[src/inc/becr_defines.svh]
/*
 * Offsets, field positions, reset values and fixed read values of the
 * bridge extended configuration register bank.
 * Assumes byte addresses on a 13-bit APB address, one 32-bit word each.
 */
`ifndef BECR_DEFINES_SVH
`define BECR_DEFINES_SVH

`define BECR_AW 13
`define BECR_OFF_LOG0 13'h013c
`define BECR_OFF_LOG1 13'h0140
`define BECR_OFF_LOG2 13'h0144
`define BECR_OFF_LOG3 13'h0148
`define BECR_OFF_VCHDR 13'h0150
`define BECR_OFF_VCCAP1 13'h0154
`define BECR_OFF_VCCAP2 13'h0158
`define BECR_OFF_VCCTL 13'h015c
`define BECR_OFF_VC0CAP 13'h0160
`define BECR_OFF_VC0CTL 13'h0164
`define BECR_OFF_VC0STS 13'h0168
`define BECR_OFF_XGPIO 13'h0300
`define BECR_OFF_XIO 13'h0304
`define BECR_OFF_TMR 13'h0310
`define BECR_OFF_IRQ_STS 13'h1000
`define BECR_OFF_IRQ_MASK 13'h1004
`define BECR_CFG_TOP 13'h0ffc

`define BECR_VC_CAP_ID 16'h0002
`define BECR_VC_CAP_VER 4'h1
`define BECR_VC_NEXT 12'h000
`define BECR_VC0CTL_VAL 32'h8000_00ff

`define BECR_XG_CLR 0
`define BECR_XG_SET 3
`define BECR_XG_OE_CLR 6
`define BECR_XG_OE_SET 9
`define BECR_XG_IN 12
`define BECR_XO_CLR 0
`define BECR_XO_SET 4
`define BECR_XO_OE_CLR 8
`define BECR_XO_OE_SET 12
`define BECR_XO_IN 16

`define BECR_RPL_LSB 0
`define BECR_RPL_EN 12
`define BECR_ACK_LSB 16
`define BECR_ACK_EN 30
`define BECR_RPL_RST 12'h115
`define BECR_ACK_RST 14'h00cd

`define BECR_EV_LOG 0
`define BECR_EV_XG 1
`define BECR_EV_GPI 4
`define BECR_EV_W 8

`endif

[src/inc/becr_pkg.sv]
/*
 * Types of the bridge extended configuration register bank.
 * Assumes the constants of becr_defines.svh.
 */
`include "becr_defines.svh"

package becr_pkg;

   // one failing secondary-bus transaction as seen by the error logger
   typedef struct packed {
      logic dac;
      logic [3:0] attr_cbe;
      logic [31:0] attr_ad;
      logic [3:0] cmd_lo;
      logic [3:0] cmd_hi;
      logic [31:0] addr_lo;
      logic [31:0] addr_hi;
   } becr_txn_t;

   typedef struct packed {
      logic [13:0] ack_val;
      logic ack_en;
      logic [11:0] rpl_val;
      logic rpl_en;
   } becr_tmr_t;

endpackage : becr_pkg

[src/verilog/becr_regs.sv]
/*
 * Bridge extended configuration registers: sticky secondary transaction
 * log, terminal virtual channel capability, set/clear extended GPIO and
 * extra GPO/GPI, replay and ack latency timer settings, event interrupt.
 * Assumes an APB master on pclk, a power-on reset por_n that is low at
 * least whenever presetn first is, and a logger on pclk pulsing log_valid.
 */
// Function
// log attribute phase CBE and AD bits 35:0
// log first address phase command bits 39:36
// log DAC command bits 43:40, 63:44 zero
// log first address bits 95:64
// log DAC second address bits 127:96
// log read-only, cleared only by power-on
// VC header reads ID 2, version 1, end
// GPIO output write-1 clear / set
// GPIO enable write-1 disable / enable
// sampled GPIO and GPI levels read-only
// extra output write-1 clear / set
// extra output enable write-1 clear / set
// ack latency value CDh and enable
// replay value 115h and enable
// reserved bits and offsets read zero
`timescale 1ns/100ps
`include "becr_defines.svh"

module becr_regs
   import becr_pkg::*;
(
   input wire logic pclk,
   input wire logic presetn,
   input wire logic por_n,
   input wire logic psel,
   input wire logic penable,
   input wire logic pwrite,
   input wire logic [`BECR_AW-1:0] paddr,
   input wire logic [31:0] pwdata,
   output logic [31:0] prdata,
   output logic pready,
   output logic pslverr,
   input wire logic log_valid,
   input wire becr_txn_t log_txn,
   input wire logic [2:0] xgpio_in,
   output logic [2:0] xgpio_out,
   output logic [2:0] xgpio_oe,
   input wire logic [3:0] gpi_in,
   output logic [3:0] gpo_out,
   output logic [3:0] gpo_oe,
   output becr_tmr_t tmr,
   output logic irq
);

   // ****************************************************************
   // bus handshake
   // ****************************************************************
   logic pready_q;
   logic [31:0] prdata_q;
   logic pslverr_q;
   logic setup;
   logic wr_acc;

   // one wait state: read data is picked in setup, answer in second cycle
   assign setup = psel & ~penable;
   assign wr_acc = psel & penable & pready_q & pwrite;

   always_ff @(posedge pclk or negedge presetn) begin
      if (!presetn) begin
         pready_q <= 1'b0;
      end else begin
         pready_q <= psel & penable & ~pready_q;
      end
   end

   function automatic logic wr_hit(input logic [`BECR_AW-1:0] a,
                                   input logic [`BECR_AW-1:0] off);
      wr_hit = (a == off);
   endfunction : wr_hit

   function automatic logic [3:0] set_clr(input logic [3:0] cur,
                                          input logic [3:0] clr,
                                          input logic [3:0] set);
      // set wins when both bits are written together
      set_clr = (cur & ~clr) | set;
   endfunction : set_clr

   // ****************************************************************
   // sticky transaction log
   // ****************************************************************
   logic [127:0] log_q;
   logic [127:0] log_d;

   always_comb begin
      log_d = 128'h0;
      // attribute phase
      log_d[35:0] = {log_txn.attr_cbe, log_txn.attr_ad};
      // first command
      log_d[39:36] = log_txn.cmd_lo;
      // first address
      log_d[95:64] = log_txn.addr_lo;
      // second command only for dual address
      log_d[43:40] = log_txn.dac ? log_txn.cmd_hi : 4'h0;
      // second address only for dual address
      log_d[127:96] = log_txn.dac ? log_txn.addr_hi : 32'h0;
   end

   // survives presetn, only por_n clears it
   always_ff @(posedge pclk or negedge por_n) begin
      if (!por_n) begin
         log_q <= 128'h0;
      end else if (log_valid) begin
         log_q <= log_d;
      end
   end

   // ****************************************************************
   // pin input synchronisers
   // ****************************************************************
   logic [6:0] pin_s1_q;
   logic [6:0] pin_s2_q;
   logic [6:0] pin_s3_q;
   logic [6:0] pin_q;
   logic [6:0] pin_chg;

   always_ff @(posedge pclk or negedge presetn) begin
      if (!presetn) begin
         pin_s1_q <= 7'h00;
         pin_s2_q <= 7'h00;
         pin_s3_q <= 7'h00;
      end else begin
         pin_s1_q <= {gpi_in, xgpio_in};
         pin_s2_q <= pin_s1_q;
         pin_s3_q <= pin_s2_q;
      end
   end

   // a level counts once two late stages agree; filters one-cycle glitches
   genvar gi;
   generate
      for (gi = 0; gi < 7; gi++) begin : g_pin
         always_ff @(posedge pclk or negedge presetn) begin
            if (!presetn) begin
               pin_q[gi] <= 1'b0;
            end else if (pin_s2_q[gi] == pin_s3_q[gi]) begin
               pin_q[gi] <= pin_s3_q[gi];
            end
         end
         assign pin_chg[gi] = (pin_s2_q[gi] == pin_s3_q[gi]) &&
                              (pin_s3_q[gi] != pin_q[gi]);
      end
   endgenerate

   // ****************************************************************
   // extended GPIO and extra GPO
   // ****************************************************************
   logic [2:0] xg_out_q;
   logic [2:0] xg_oe_q;
   logic [3:0] xo_out_q;
   logic [3:0] xo_oe_q;
   logic xg_wr;
   logic xo_wr;

   assign xg_wr = wr_acc && wr_hit(paddr, `BECR_OFF_XGPIO);
   assign xo_wr = wr_acc && wr_hit(paddr, `BECR_OFF_XIO);

   always_ff @(posedge pclk or negedge presetn) begin
      if (!presetn) begin
         xg_out_q <= 3'h0;
         xg_oe_q <= 3'h0;
      end else if (xg_wr) begin
         // output level clear / set
         xg_out_q <= 3'(set_clr({1'b0, xg_out_q}, {1'b0, pwdata[`BECR_XG_CLR +: 3]},
                                {1'b0, pwdata[`BECR_XG_SET +: 3]}));
         // driver disable / enable
         xg_oe_q <= 3'(set_clr({1'b0, xg_oe_q}, {1'b0, pwdata[`BECR_XG_OE_CLR +: 3]},
                               {1'b0, pwdata[`BECR_XG_OE_SET +: 3]}));
      end
   end

   always_ff @(posedge pclk or negedge presetn) begin
      if (!presetn) begin
         xo_out_q <= 4'h0;
         xo_oe_q <= 4'h0;
      end else if (xo_wr) begin
         // extra output clear / set
         xo_out_q <= set_clr(xo_out_q, pwdata[`BECR_XO_CLR +: 4], pwdata[`BECR_XO_SET +: 4]);
         // extra enable clear / set
         xo_oe_q <= set_clr(xo_oe_q, pwdata[`BECR_XO_OE_CLR +: 4],
                            pwdata[`BECR_XO_OE_SET +: 4]);
      end
   end

   // ****************************************************************
   // timer settings
   // ****************************************************************
   becr_tmr_t tmr_q;

   always_ff @(posedge pclk or negedge presetn) begin
      if (!presetn) begin
         tmr_q.rpl_val <= `BECR_RPL_RST;
         tmr_q.rpl_en <= 1'b0;
         tmr_q.ack_val <= `BECR_ACK_RST;
         tmr_q.ack_en <= 1'b0;
      end else if (wr_acc && wr_hit(paddr, `BECR_OFF_TMR)) begin
         // replay value and enable
         tmr_q.rpl_val <= pwdata[`BECR_RPL_LSB +: 12];
         tmr_q.rpl_en <= pwdata[`BECR_RPL_EN];
         // ack latency value and enable
         tmr_q.ack_val <= pwdata[`BECR_ACK_LSB +: 14];
         tmr_q.ack_en <= pwdata[`BECR_ACK_EN];
      end
   end

   // ****************************************************************
   // interrupt status and mask
   // ****************************************************************
   logic [`BECR_EV_W-1:0] sts_q;
   logic [`BECR_EV_W-1:0] mask_q;
   logic [`BECR_EV_W-1:0] ev;
   logic [`BECR_EV_W-1:0] sts_clr;
   logic irq_q;

   assign ev = {pin_chg[6:3], pin_chg[2:0], log_valid};
   assign sts_clr = (wr_acc && wr_hit(paddr, `BECR_OFF_IRQ_STS)) ?
                    pwdata[`BECR_EV_W-1:0] : '0;

   // new event beats a simultaneous write-one clear
   always_ff @(posedge pclk or negedge presetn) begin
      if (!presetn) begin
         sts_q <= '0;
      end else begin
         sts_q <= (sts_q & ~sts_clr) | ev;
      end
   end

   always_ff @(posedge pclk or negedge presetn) begin
      if (!presetn) begin
         mask_q <= '0;
      end else if (wr_acc && wr_hit(paddr, `BECR_OFF_IRQ_MASK)) begin
         mask_q <= pwdata[`BECR_EV_W-1:0];
      end
   end

   always_ff @(posedge pclk or negedge presetn) begin
      if (!presetn) begin
         irq_q <= 1'b0;
      end else begin
         irq_q <= |(sts_q & mask_q);
      end
   end

   // ****************************************************************
   // read mux
   // ****************************************************************
   logic [31:0] rd_d;
   logic err_d;

   always_comb begin
      rd_d = 32'h0;
      err_d = 1'b0;
      case (paddr)
         `BECR_OFF_LOG0: rd_d = log_q[31:0];
         `BECR_OFF_LOG1: rd_d = log_q[63:32];
         `BECR_OFF_LOG2: rd_d = log_q[95:64];
         `BECR_OFF_LOG3: rd_d = log_q[127:96];
         // terminal capability header
         `BECR_OFF_VCHDR: rd_d = {`BECR_VC_NEXT, `BECR_VC_CAP_VER, `BECR_VC_CAP_ID};
         `BECR_OFF_VC0CTL: rd_d = `BECR_VC0CTL_VAL;
         // sampled pin levels
         `BECR_OFF_XGPIO: rd_d = {17'h0, pin_q[2:0], xg_oe_q, xg_oe_q, xg_out_q, xg_out_q};
         `BECR_OFF_XIO: rd_d = {12'h0, pin_q[6:3], xo_oe_q, xo_oe_q, xo_out_q, xo_out_q};
         `BECR_OFF_TMR: rd_d = {1'b0, tmr_q.ack_en, tmr_q.ack_val, 3'h0,
                                tmr_q.rpl_en, tmr_q.rpl_val};
         `BECR_OFF_IRQ_STS: rd_d = {24'h0, sts_q};
         `BECR_OFF_IRQ_MASK: rd_d = {24'h0, mask_q};
         default: begin
            // reserved space reads zero, beyond it is an error
            rd_d = 32'h0;
            err_d = (paddr > `BECR_CFG_TOP) || (paddr[1:0] != 2'b00);
         end
      endcase
   end

   // read data frozen at setup so it stands stable through the access
   always_ff @(posedge pclk or negedge presetn) begin
      if (!presetn) begin
         prdata_q <= 32'h0;
         pslverr_q <= 1'b0;
      end else if (setup) begin
         prdata_q <= pwrite ? 32'h0 : rd_d;
         pslverr_q <= err_d;
      end
   end

   assign prdata = prdata_q;
   assign pready = pready_q;
   assign pslverr = pslverr_q;
   assign xgpio_out = xg_out_q;
   assign xgpio_oe = xg_oe_q;
   assign gpo_out = xo_out_q;
   assign gpo_oe = xo_oe_q;
   assign tmr = tmr_q;
   assign irq = irq_q;

   // ****************************************************************
   // assertions
   // ****************************************************************
   a_log_attr: assert property (@(posedge pclk) disable iff (!por_n)
      log_valid |=> log_q[35:0] == {$past(log_txn.attr_cbe), $past(log_txn.attr_ad)})
      else $error("attribute phase not logged");

   a_log_cmd_lo: assert property (@(posedge pclk) disable iff (!por_n)
      log_valid |=> log_q[39:36] == $past(log_txn.cmd_lo))
      else $error("first command not logged");

   a_log_single: assert property (@(posedge pclk) disable iff (!por_n)
      log_valid && !log_txn.dac |=> log_q[63:40] == 24'h0 && log_q[127:96] == 32'h0)
      else $error("single address log has upper fields");

   a_log_addr_lo: assert property (@(posedge pclk) disable iff (!por_n)
      log_valid |=> log_q[95:64] == $past(log_txn.addr_lo))
      else $error("first address not logged");

   a_log_dac: assert property (@(posedge pclk) disable iff (!por_n)
      log_valid && log_txn.dac |=> log_q[127:96] == $past(log_txn.addr_hi)
         && log_q[43:40] == $past(log_txn.cmd_hi))
      else $error("dual address phase not logged");

   a_log_sticky: assert property (@(posedge pclk) disable iff (!por_n)
      !log_valid |=> $stable(log_q))
      else $error("log changed without capture");

   a_vc_header: assert property (@(posedge pclk) disable iff (!presetn)
      setup && !pwrite && paddr == `BECR_OFF_VCHDR |=> prdata == 32'h0001_0002)
      else $error("capability header wrong");

   a_xgpio_clr: assert property (@(posedge pclk) disable iff (!presetn)
      xg_wr && pwdata[0] && !pwdata[3] |=> !xgpio_out[0] ##1 $stable(xgpio_out[0]) || xg_wr)
      else $error("gpio output not cleared");

   a_xgpio_oe: assert property (@(posedge pclk) disable iff (!presetn)
      xg_wr && pwdata[11] |=> xgpio_oe[2])
      else $error("gpio enable not set");

   a_gpi_read: assert property (@(posedge pclk) disable iff (!presetn)
      setup && !pwrite && paddr == `BECR_OFF_XIO |=> prdata[19:16] == $past(pin_q[6:3])
         && prdata[31:20] == 12'h0)
      else $error("extra input read wrong");

   a_gpo_set: assert property (@(posedge pclk) disable iff (!presetn)
      xo_wr && pwdata[7] |=> gpo_out[3])
      else $error("extra output not set");

   a_gpo_oe_clr: assert property (@(posedge pclk) disable iff (!presetn)
      xo_wr && pwdata[8] && !pwdata[12] |=> !gpo_oe[0])
      else $error("extra enable not cleared");

   a_ack_timer: assert property (@(posedge pclk) disable iff (!presetn)
      wr_acc && paddr == `BECR_OFF_TMR |=> tmr.ack_val == $past(pwdata[29:16])
         && tmr.ack_en == $past(pwdata[30]))
      else $error("ack latency not written");

   a_replay_tmr: assert property (@(posedge pclk) disable iff (!presetn)
      wr_acc && paddr == `BECR_OFF_TMR |=> tmr.rpl_val == $past(pwdata[11:0]))
      else $error("replay timer not written");

   a_rsvd_zero: assert property (@(posedge pclk) disable iff (!presetn)
      setup && paddr == 13'h0308 |=> prdata == 32'h0 && !pslverr)
      else $error("reserved offset not zero");

   a_irq_level: assert property (@(posedge pclk) disable iff (!presetn)
      (sts_q & mask_q) != '0 |=> irq)
      else $error("interrupt not raised");

endmodule : becr_regs

[config.mk]
export PLATFORM = sky130hd
export DESIGN_NAME = becr_regs
export DESIGN_NICKNAME = d
export VERILOG_FILES = /design/src/inc/becr_pkg.sv /design/src/verilog/becr_regs.sv
export VERILOG_INCLUDE_DIRS = /design/src /design/src/inc
export SDC_FILE = /design/constraint.sdc
export NUM_CORES = 1
export LEC_CHECK = 0
export BUFFER_PORTS_ARGS = -buffer_cell sky130_fd_sc_hd__buf_2
export CORE_MARGIN = 2
export CORE_UTILIZATION = 39
export CTS_CLUSTER_DIAMETER = 80
export DETAILED_ROUTE_END_ITERATION = 7
export PLACE_DENSITY = 0.62
export RECOVER_POWER = 25
export SLEW_MARGIN = 20
export SYNTH_ARGS = -nofsm -noshare
export SYNTH_HDL_FRONTEND = slang
export SYNTH_SLANG_ARGS = --single-unit
[constraint.sdc]
create_clock -name pclk -period 2.4 [get_ports pclk]
set_input_delay 0.48 -clock pclk [delete_from_list [all_inputs] [get_ports pclk]]
set_output_delay 0.48 -clock pclk [all_outputs]
set_load 0.02 [all_outputs]
==> flow_metrics.tcl, run 1 <==
set metrics [dict create \
    power_mw 8.72 \
    yosys_warnings 0 \
    synthesis.area_um2 9920 \
    post-place-cells 1461 \
    maxCapViolations 2 \
    drive_gt1_frac 0.430 \
    dpl.hpwl_um 24000 \
    worst_setup_path_start_kind "primary input" \
    wl_um 32700 \
    min_from "xgpio_in[2]" \
    rsz0062_at_grt "false" \
    synth-async-reset-ratio 1.00 \
    postPlaceCellArea_um2 12200 \
    gp_congestion 0.926 \
    hold_viol_final 0 \
    avgSynthCellArea_um2 11.7 \
    die_w_um 163 \
    r2r-end "prdata[4]" \
    netlist_instances 849 \
    antenna_found_initial 2 \
    grt_overflow_total 0 \
    failed_checks "max-capacitance violations, max-slew violations" \
    cp.required_ns 2.81 \
    r2r_cells 5 \
    fmax_mhz 467 \
    num_rows 58 \
    grt_pass1_vias 8022 \
    wl_per_cell_um 21.7 \
    end_kind "register" \
    die_area_um2 26700 \
    clock_latency_ns 0.54 \
    drtIter0Drc 754 \
    clk_pin_slew_ns 0.06 \
    slew_viol_final 139 \
    synth_ff_type "dfrtp_1" \
    leakagePower_nw 5.99 \
    fin_cells 1512 \
    ant_nets 0 \
    grt_max_degree 109 \
    track_usage 0.244 \
    worstHoldPathType "primary input to register" \
    reg2reg_slack_ns 0.60 \
    finalCriticalPeriod_ns 2.14 \
    dr.pass1.iters 7 \
    ir_drop_mv 0.425 \
    clk_path_buf_depth 3 \
    whs_endpoint "pin_s1_q[2]" \
    min_period_over_period 0.893 \
    tightest_slew_ns 1.65 \
    worst_ep_arrival_time_ns 2.55 \
    power_density_nw_per_um2 669 \
    criticalPathCategory "primary input to register" \
    cts_sinks 229 \
    initial_utilization 0.395 \
    coreArea_um2 25100 \
    cts_tree "yes" \
    synthToLayoutAreaGrowth_pct 31.5 \
    setup_viol 0 \
    synth-edff-count 0 \
    io-pin-count 245 \
    vias 8093 \
    yosysSeqAreaShare 0.579 \
    cts_setup_buffers 0 \
    via_per_inst 5.35 \
    cts_made_buffers 26 \
    relSlewSlack -0.102 \
    outcome "complete, but fails checks" \
    die_h_um 163 \
    synth_fp_nets 1017 \
    tns_ns 0 \
    whs_path_depth 1 \
    port_buffers 243 \
    grt_pass1_wl_um 48900 \
    worstReg2RegStart "log_q[68]" \
    nNetsFinal 1328 \
    h-tree-depth 1 \
    path_max_fanout 8 \
    fin_area_um2 13000 \
    ys_types 58 \
    ys_seq_elements 229 \
    finalWorstSetupSlack_ns 0.258 \
    ctsRootBufferMaster "clkbuf_16" \
    timing.hold.ws_ns 0.0515 \
    skew_ns 0.0195 \
    pre_cts_ws_ns -0.333 \
    fin_util 0.519 \
    route.detailed.drc 0 \
]
-- per-layer routing --
layer  GRT usage  vias to the layer above  part of all wire
met5           0                        -                 0
met4      0.0742                        0             0.025
met3      0.0399                       46             0.067
met2       0.371                      319              0.45
met1       0.358                     4019              0.45
li1            -                     3709                 -
-- cell families (layout without fill, tap and decap cells) --
group,Yosys count,after routing,share of synthesized area
buffers and inverters,84,415,0.0368
AO/OA/AOI/OAI,225,225,0.160
flip-flops,229,229,0.579
other,0,2,0
multiplexers,109,109,0.124
AND/OR/NAND/NOR,202,202,0.100
-- cell type report --
type                            instances  area, um^2
Inverter                               36         135
Timing Repair Buffer                  331        2060
Sequential cell                       229        5740
Clock inverter                          7        52.6
Tap cell                              330         413
Multi-Input combinational cell        536        3840
Antenna cell                            2        5.00
Fill cell                            2328       12100
Clock buffer                           41         797
-- placed cells by master (no fill, tap or decap), drive strengths merged, types with 9 or more instances in the layout --
master,instances
nor2,42
nor2b,10
a222oi,11
dfstp,9
a221oi,16
mux2,109
a32oi,10
inv,36
a22o,25
nand2,105
o21ai,68
clkbuf,45
buf,326
a22oi,35
a21oi,18
dfrtp,220
-- worst max-delay path, stage by stage --
cell and delay (ns):
buf_2 0.15, or4_1 0.19, buf_4 0.20, nor2_2 0.08
buf_12 0.14, a222oi_1 0.37, nor2_1 0.12, a2111oi_0 0.56
buf_4 0.20, o21ai_1 0.05
-- flip-flops by register name, indices dropped and copies added, names as in the netlist --
signal,flops
gpo_oe,4
xgpio_oe,3
mask_q,8
log_q,108
gpo_out,4
sts_q,8
prdata,32
pready,1
irq,1
pin_q,7
pslverr,1
pin_s1_q,7
pin_s2_q,7
tmr,28
pin_s3_q,7
xgpio_out,3
-- what timing repair did --
| action | 4_1_cts | 5_1_grt |
|---|---|---|
| resized for setup | 0 | 0 |
| endpoints found under the setup margin | 0 | 0 |
| hold buffers | 1 | 0 |
| hold endpoints to repair | 33 | 0 |
-- report_power, final --
group	internal, mW	switching [mW]	total [mW]
logic	0.304	0.336	0.640
registers	4.07	0.130	4.20
clock network	2.28	1.60	3.88
total	6.65	2.07	8.72
-- cell usage after synthesis (5+ instances only) --
library cell  number  area, um^2
clkbuf_1          33         124
a22o_1            25         219
nor2_1            38         143
buf_2             10        50.1
dfstp_2            9         236
o2bb2ai_1          7        61.3
inv_1             36         135
a221oi_1          16         140
a222oi_1          11         110
mux2_2           109        1230
a32oi_1           10        87.6
a22oi_1           35         263
and2_1             5        31.3
a21oi_1           18        90.1
o21ai_1           25         125
nor4_1             5        31.3
nand2_1          105         394
o21ai_0           43         215
nor2b_1           10        62.6
o22ai_1            7        43.8
dfrtp_1          220        5510
buf_6              5        56.3
-- how the worst max path moves through the flow --
stage                         from         to  slack [ns]  cells after the start
after detailed placement  paddr[4]  prdata[4]       -0.33                     10
after global routing      paddr[4]  prdata[4]        0.10                     10
after CTS                 paddr[4]  prdata[4]        0.23                     10
final                     paddr[4]  prdata[4]        0.26                     10
after floorplan           paddr[5]     tmr[0]        0.06                      8
after global placement    paddr[4]  prdata[4]       -0.33                     10
Note: power is estimated with default switching activity, not from simulation.
==> run 2: changes to the inputs <==
Settings changed: ABC_AREA set to 1.
==> run 2 against run 1 <==
  * The flow still finishes with violations (max-capacitance violations, max-slew violations)
  * Sequential cell count did not move
  * Via count grew 14%
  * Sequential power decreased by 1%
  * First-iteration DRC count is 6.6% lower
  * Sequential share of layout area rose by 0.56 points
  * Clock skew is 0.0095 ns higher
  * Register-to-register slack better by 0.24 ns
  * Critical endpoint is now prdata[11]
  * Combinational power about the same
  * Clock power up 7.5%
  * Hold slack improved by 0.018 ns
  * Wire length fell by 2.5%
==> flow_metrics.tcl, run 2 <==
set metrics [dict create \
    dpl.hpwl_um 23000 \
    worst_setup_path_start_kind "primary input" \
    end_kind "register" \
    die_w_um 167 \
    cts_tree "yes" \
    skew_ns 0.0291 \
    synthToLayoutAreaGrowth_pct 24.5 \
    die_h_um 167 \
    crit_path_cell_trace "buf_2 -> nor2_2 -> nand2_1 -> nor2_4 -> buf_4 -> nand3_1 -> o21ai_1 -> nor2_1 -> nand2_1 -> nand3_1 -> nand2_1" \
    io-pin-count 245 \
    synth_area_leader_cell "dfrtp_1" \
    grt_pass1_vias 9155 \
    cp.required_ns 2.87 \
    path_max_fanout 24 \
    cpMostUsedCell "nand2_1" \
    dr.pass1.iters 6 \
    ys_seq_elements 229 \
    initial_utilization 0.397 \
    layout_commonest_cell "nand2_1" \
    netlist_instances 1269 \
    synth_common_cells "nand2_1 (499), dfrtp_1 (220), nand3_1 (146)" \
    setup_viol 0 \
    crit_slowest_cell "buf_4" \
    regMostFlops "log_q" \
    criticalPathCategory "primary input to register" \
    leakagePower_nw 7.09 \
    drtIter0Drc 704 \
    ctsRootBufferMaster "clkbuf_16" \
    crit_buf_inv 2 \
    synth_ff_type "dfrtp_1" \
    finalCriticalPeriod_ns 1.73 \
    clk_pin_slew_ns 0.06 \
    h-tree-depth 1 \
    synthMostInstantiatedCell "nand2_1" \
    outcome "complete, but fails checks" \
    layout_common_cells "nand2_1 (499), buf_2 (240), dfrtp_1 (220)" \
    power_density_nw_per_um2 695 \
    synth-async-reset-ratio 1.00 \
    min_period_over_period 0.722 \
    num_rows 59 \
    via_per_inst 4.95 \
    yosysTopAreaCellShare 0.532 \
    cts_setup_buffers 0 \
    ant_nets 0 \
    worstHoldPathType "primary input to register" \
    gp_congestion 0.861 \
    yosysSeqAreaShare 0.555 \
    drive_gt1_frac 0.237 \
    grt_overflow_total 0 \
    track_usage 0.226 \
    hold_buffers 1 \
    cts_made_buffers 26 \
    route.detailed.drc 0 \
    yosys_warnings 0 \
    grt_pass1_wl_um 50000 \
    coreArea_um2 26100 \
    antenna_found_initial 7 \
    synthesis.area_um2 10300 \
    maxCapViolations 1 \
    wl_um 31900 \
    wl_per_cell_um 17.1 \
    synth_fp_nets 1437 \
    fillers 2581 \
    fin_util 0.494 \
    nNetsFinal 1669 \
    slowest_delay_ns 0.32 \
    ir_drop_mv 0.610 \
    ys_top_cells_by_area "dfrtp_1 (53%), nand2_1 (18%), nand3_1 (7.1%)" \
    vias 9215 \
    synth-edff-count 0 \
    slew_viol_final 109 \
    rsz0062_at_grt "false" \
    failed_checks "max-capacitance violations, max-slew violations" \
    clock_latency_ns 0.54 \
    largest_register_ff_count 108 \
    worst_ep_arrival_time_ns 2.21 \
    tns_ns 0 \
    ys_types 27 \
    cts_resized 0 \
    hold_viol_final 0 \
    avgSynthCellArea_um2 8.15 \
    port_buffers 243 \
    clk_path_buf_depth 3 \
    grt_max_degree 109 \
    cts_sinks 229 \
    relSlewSlack -0.0298 \
    fmax_mhz 577 \
    tightest_slew_ns 1.54 \
    cp_top_family "simple AND/OR/NAND/NOR gates" \
    die_area_um2 27800 \
]
[run 2: cell families after synthesis]
logic type / synth area share
AOI/OAI and AO/OA: 0.0603
buffers and inverters: 0.0576
DFF: 0.555
muxes: 0.0178
and+or+nand+nor: 0.309
[run 2: worst paths after layout]
| path | start | to | slack (ns) | depth (start not counted) |
|---|---|---|---|---|
| hold / removal | gpi_in[1] | pin_s1_q[4] | 0.07 | 1 |
| hold reg to reg | pin_s1_q[2] | pin_s2_q[2] | 0.35 | 0 |
| setup / recovery | paddr[10] | prdata[11] | 0.67 | 11 |
| setup reg to reg | pready | tmr[25] | 0.84 | 4 |
| min in group asynchronous | por_n | log_q[89] | 0.46 | 2 |
| max in group asynchronous | por_n | log_q[106] | 0.98 | 2 |
[run 2: final cells by class]
class	count	area [um^2]	share of cell area
repair buffers	265	1470	0.114
clock buffers	35	756	0.0587
diodes	7	17.5	0.00136
well taps	335	419	0.0326
clock inverters	13	156	0.0121
multi-input cells	897	4010	0.311
flip-flops and latches	229	5740	0.446
inverters	82	312	0.0242
[run 2: where the power goes]
part / switching, mW / total [mW] / internal [mW]
Sequential: 0.0889 / 4.14 / 4.05
Clock: 1.63 / 4.17 / 2.54
Combinational: 0.419 / 0.640 / 0.221
[run 2: stage by stage]
step | setup WS [ns] | hold slack [ns] | cells | power, mW | cell area, um^2
2_1_floorplan | 0.760 | 0.184 | 1269 | 4.48 | 10300
3_3_place_gp | 0.199 | 0.336 | 1807 | 4.84 | 11900
3_5_place_dp | 0.167 | 0.342 | 1807 | 4.86 | 11900
5_1_grt | 0.565 | 0.0468 | 1860 | 9.30 | 12900
4_1_cts | 0.651 | 0.0450 | 1856 | 9.05 | 12900
6_report | 0.667 | 0.0700 | 1863 | 8.95 | 12900
[run 2: per-layer routing]
metal | part of all wire | global-route usage | vias up
met2 | 0.46 | 0.358 | 340
met1 | 0.44 | 0.313 | 4315
met5 | 0.00041 | 0 | -
met4 | 0.027 | 0.0678 | 2
met3 | 0.070 | 0.0487 | 51
li1 | - | - | 4507
==> run 3: changes to the inputs <==
Settings changed: PLACE_DENSITY 0.62 to 0.64.
Clock period 2.4 ns to 1.5 ns, I/O delays scaled along.
==> run 3 against run 2 <==
  * The flow now finishes without violations
  * Highest routed layer is now met4
  * Hold slack lost 0.058 ns
  * Sequential cell count unchanged
  * Sequential power grew 60%
  * Global-route usage rose by 0.72 points
  * Wire length up 2.8%
  * Via count is 4.8% higher
  * Combinational power grew 87%
==> flow_metrics.tcl, run 3 (synthesis gave the netlist of run 2 again) <==
set metrics [dict create \
    skew_ns 0.0117 \
    drtIter0Drc 644 \
    hold_viol_final 0 \
    h-tree-depth 1 \
    track_usage 0.233 \
    die_area_um2 27800 \
    worst_ep_arrival_time_ns 1.20 \
    route.detailed.drc 0 \
    grt_max_degree 87 \
    timing.hold.ws_ns 0.0125 \
    pwr-share-clk 0.440 \
    cts_sinks 229 \
    power_mw 14.0 \
    port_buffers 243 \
    end_kind "output port" \
    path_max_fanout 2 \
    crit_path_cell_trace "buf_6" \
    clock_latency_ns 0.51 \
    min_period_over_period 0.997 \
    io-pin-count 245 \
    layout_common_cells "nand2_1 (499), buf_2 (230), dfrtp_1 (220)" \
    coreArea_um2 26100 \
    vias 9654 \
    cts_made_buffers 25 \
    internal_power_mw 10.7 \
    p_switching_mw 3.32 \
    pre_cts_ws_ns -0.381 \
    crit_slowest_cell "dfstp_2" \
    slew_viol_final 0 \
    nNetsFinal 1785 \
    grt_pass1_vias 9555 \
    grt_overflow_total 0 \
    wl_um 32800 \
    criticalPathCategory "register to output port" \
    p_comb_frac 0.086 \
    clk_pin_slew_ns 0.06 \
    ant_nets 0 \
    dpl.hpwl_um 24200 \
    wl_per_cell_um 16.6 \
    power_frac_seq 0.474 \
    cts_tree "yes" \
    maxCapViolations 0 \
    ctsRootBufferMaster "clkbuf_16" \
    crit_buf_inv 1 \
    cp_top_family "flip-flops" \
    slowest_delay_ns 0.56 \
    gp_congestion 0.889 \
    leakagePower_nw 7.63 \
    finalCriticalPeriod_ns 1.50 \
    dr.pass1.iters 5 \
    worstReg2RegStart "pready" \
    ir_drop_mv 0.760 \
    fmax_mhz 669 \
    min_from "log_txn[90]" \
    synthToLayoutAreaGrowth_pct 34.8 \
    largest_register_ff_count 108 \
    num_rows 59 \
    fin_util 0.535 \
    die_h_um 167 \
    clk_path_buf_depth 3 \
    relSlewSlack 0.492 \
    drive_gt1_frac 0.253 \
    layout_commonest_cell "nand2_1" \
    via_per_inst 4.89 \
    worst_setup_path_start_kind "register" \
    rsz0062_at_grt "true" \
    switching_share 0.237 \
    setup_viol 0 \
    regMostFlops "log_q" \
    finalWorstSetupSlack_ns 0.00463 \
    outcome "finished, final reports clean" \
    reg2reg_slack_ns 0.12 \
    cp.required_ns 1.20 \
    critPathLaunch "tmr[3]" \
    grt_pass1_wl_um 51400 \
    tightest_slew_ns 0.762 \
    initial_utilization 0.397 \
    worstHoldPathType "primary input to register" \
    antenna_found_initial 5 \
    power_density_nw_per_um2 1000 \
    die_w_um 167 \
]
[run 3: through the flow]
step / area [um^2] / instances / TNS [ns]
floorplan: 10300 / 1269 / 0
global placement: 12500 / 1865 / -21.50
detailed placement: 12500 / 1865 / -24.21
CTS: 13900 / 1965 / -0.00188
global route: 13900 / 1972 / -0.0219
finish: 13900 / 1974 / 0
[run 3: what timing repair did]
action,CTS,global route
setup endpoints to repair,8,9
hold buffers,50,1
pin swaps,0,1
endpoints found under the hold margin,182,1
buffers inserted,6,3
gates resized for setup,10,6
[run 3: layer usage]
| layer | vias to the layer above | track usage | wire length (um) |
|---|---|---|---|
| met5 | - | 0 | 0 |
| met4 | 0 | 0.0731 | 906 |
| met3 | 50 | 0.0449 | 2310 |
| met2 | 347 | 0.386 | 15600 |
| met1 | 4517 | 0.311 | 14000 |
| li1 | 4740 | - | - |
[run 3: power groups by stage]
stage / combinational [mW] / sequential (mW) / clock [mW]
final: 1.20 / 6.63 / 6.15
after global placement: 1.10 / 6.73 / 0
after global routing: 1.35 / 6.66 / 6.52
after detailed placement: 1.11 / 6.74 / 0
after CTS: 1.22 / 6.63 / 6.23
after floorplan: 0.467 / 6.70 / 0
[run 3: final cells by class]
class                           instances  area, um^2
Sequential cell                       229        5740
Timing Repair Buffer                  382        2640
Clock inverter                          6         111
Antenna cell                            5        12.5
Fill cell                            2464       12100
Clock buffer                           38         694
Inverter                               82         313
Multi-Input combinational cell        897        4010
Tap cell                              335         419
[run 3: final timing paths]
path	cells past startpoint	to
max in group asynchronous	3	log_q[81]
min in group asynchronous	3	pin_s1_q[4]
max reg2reg	6	tmr[15]
min	3	log_q[18]
max	1	tmr[3]
min reg2reg	0	pin_s2_q[2]
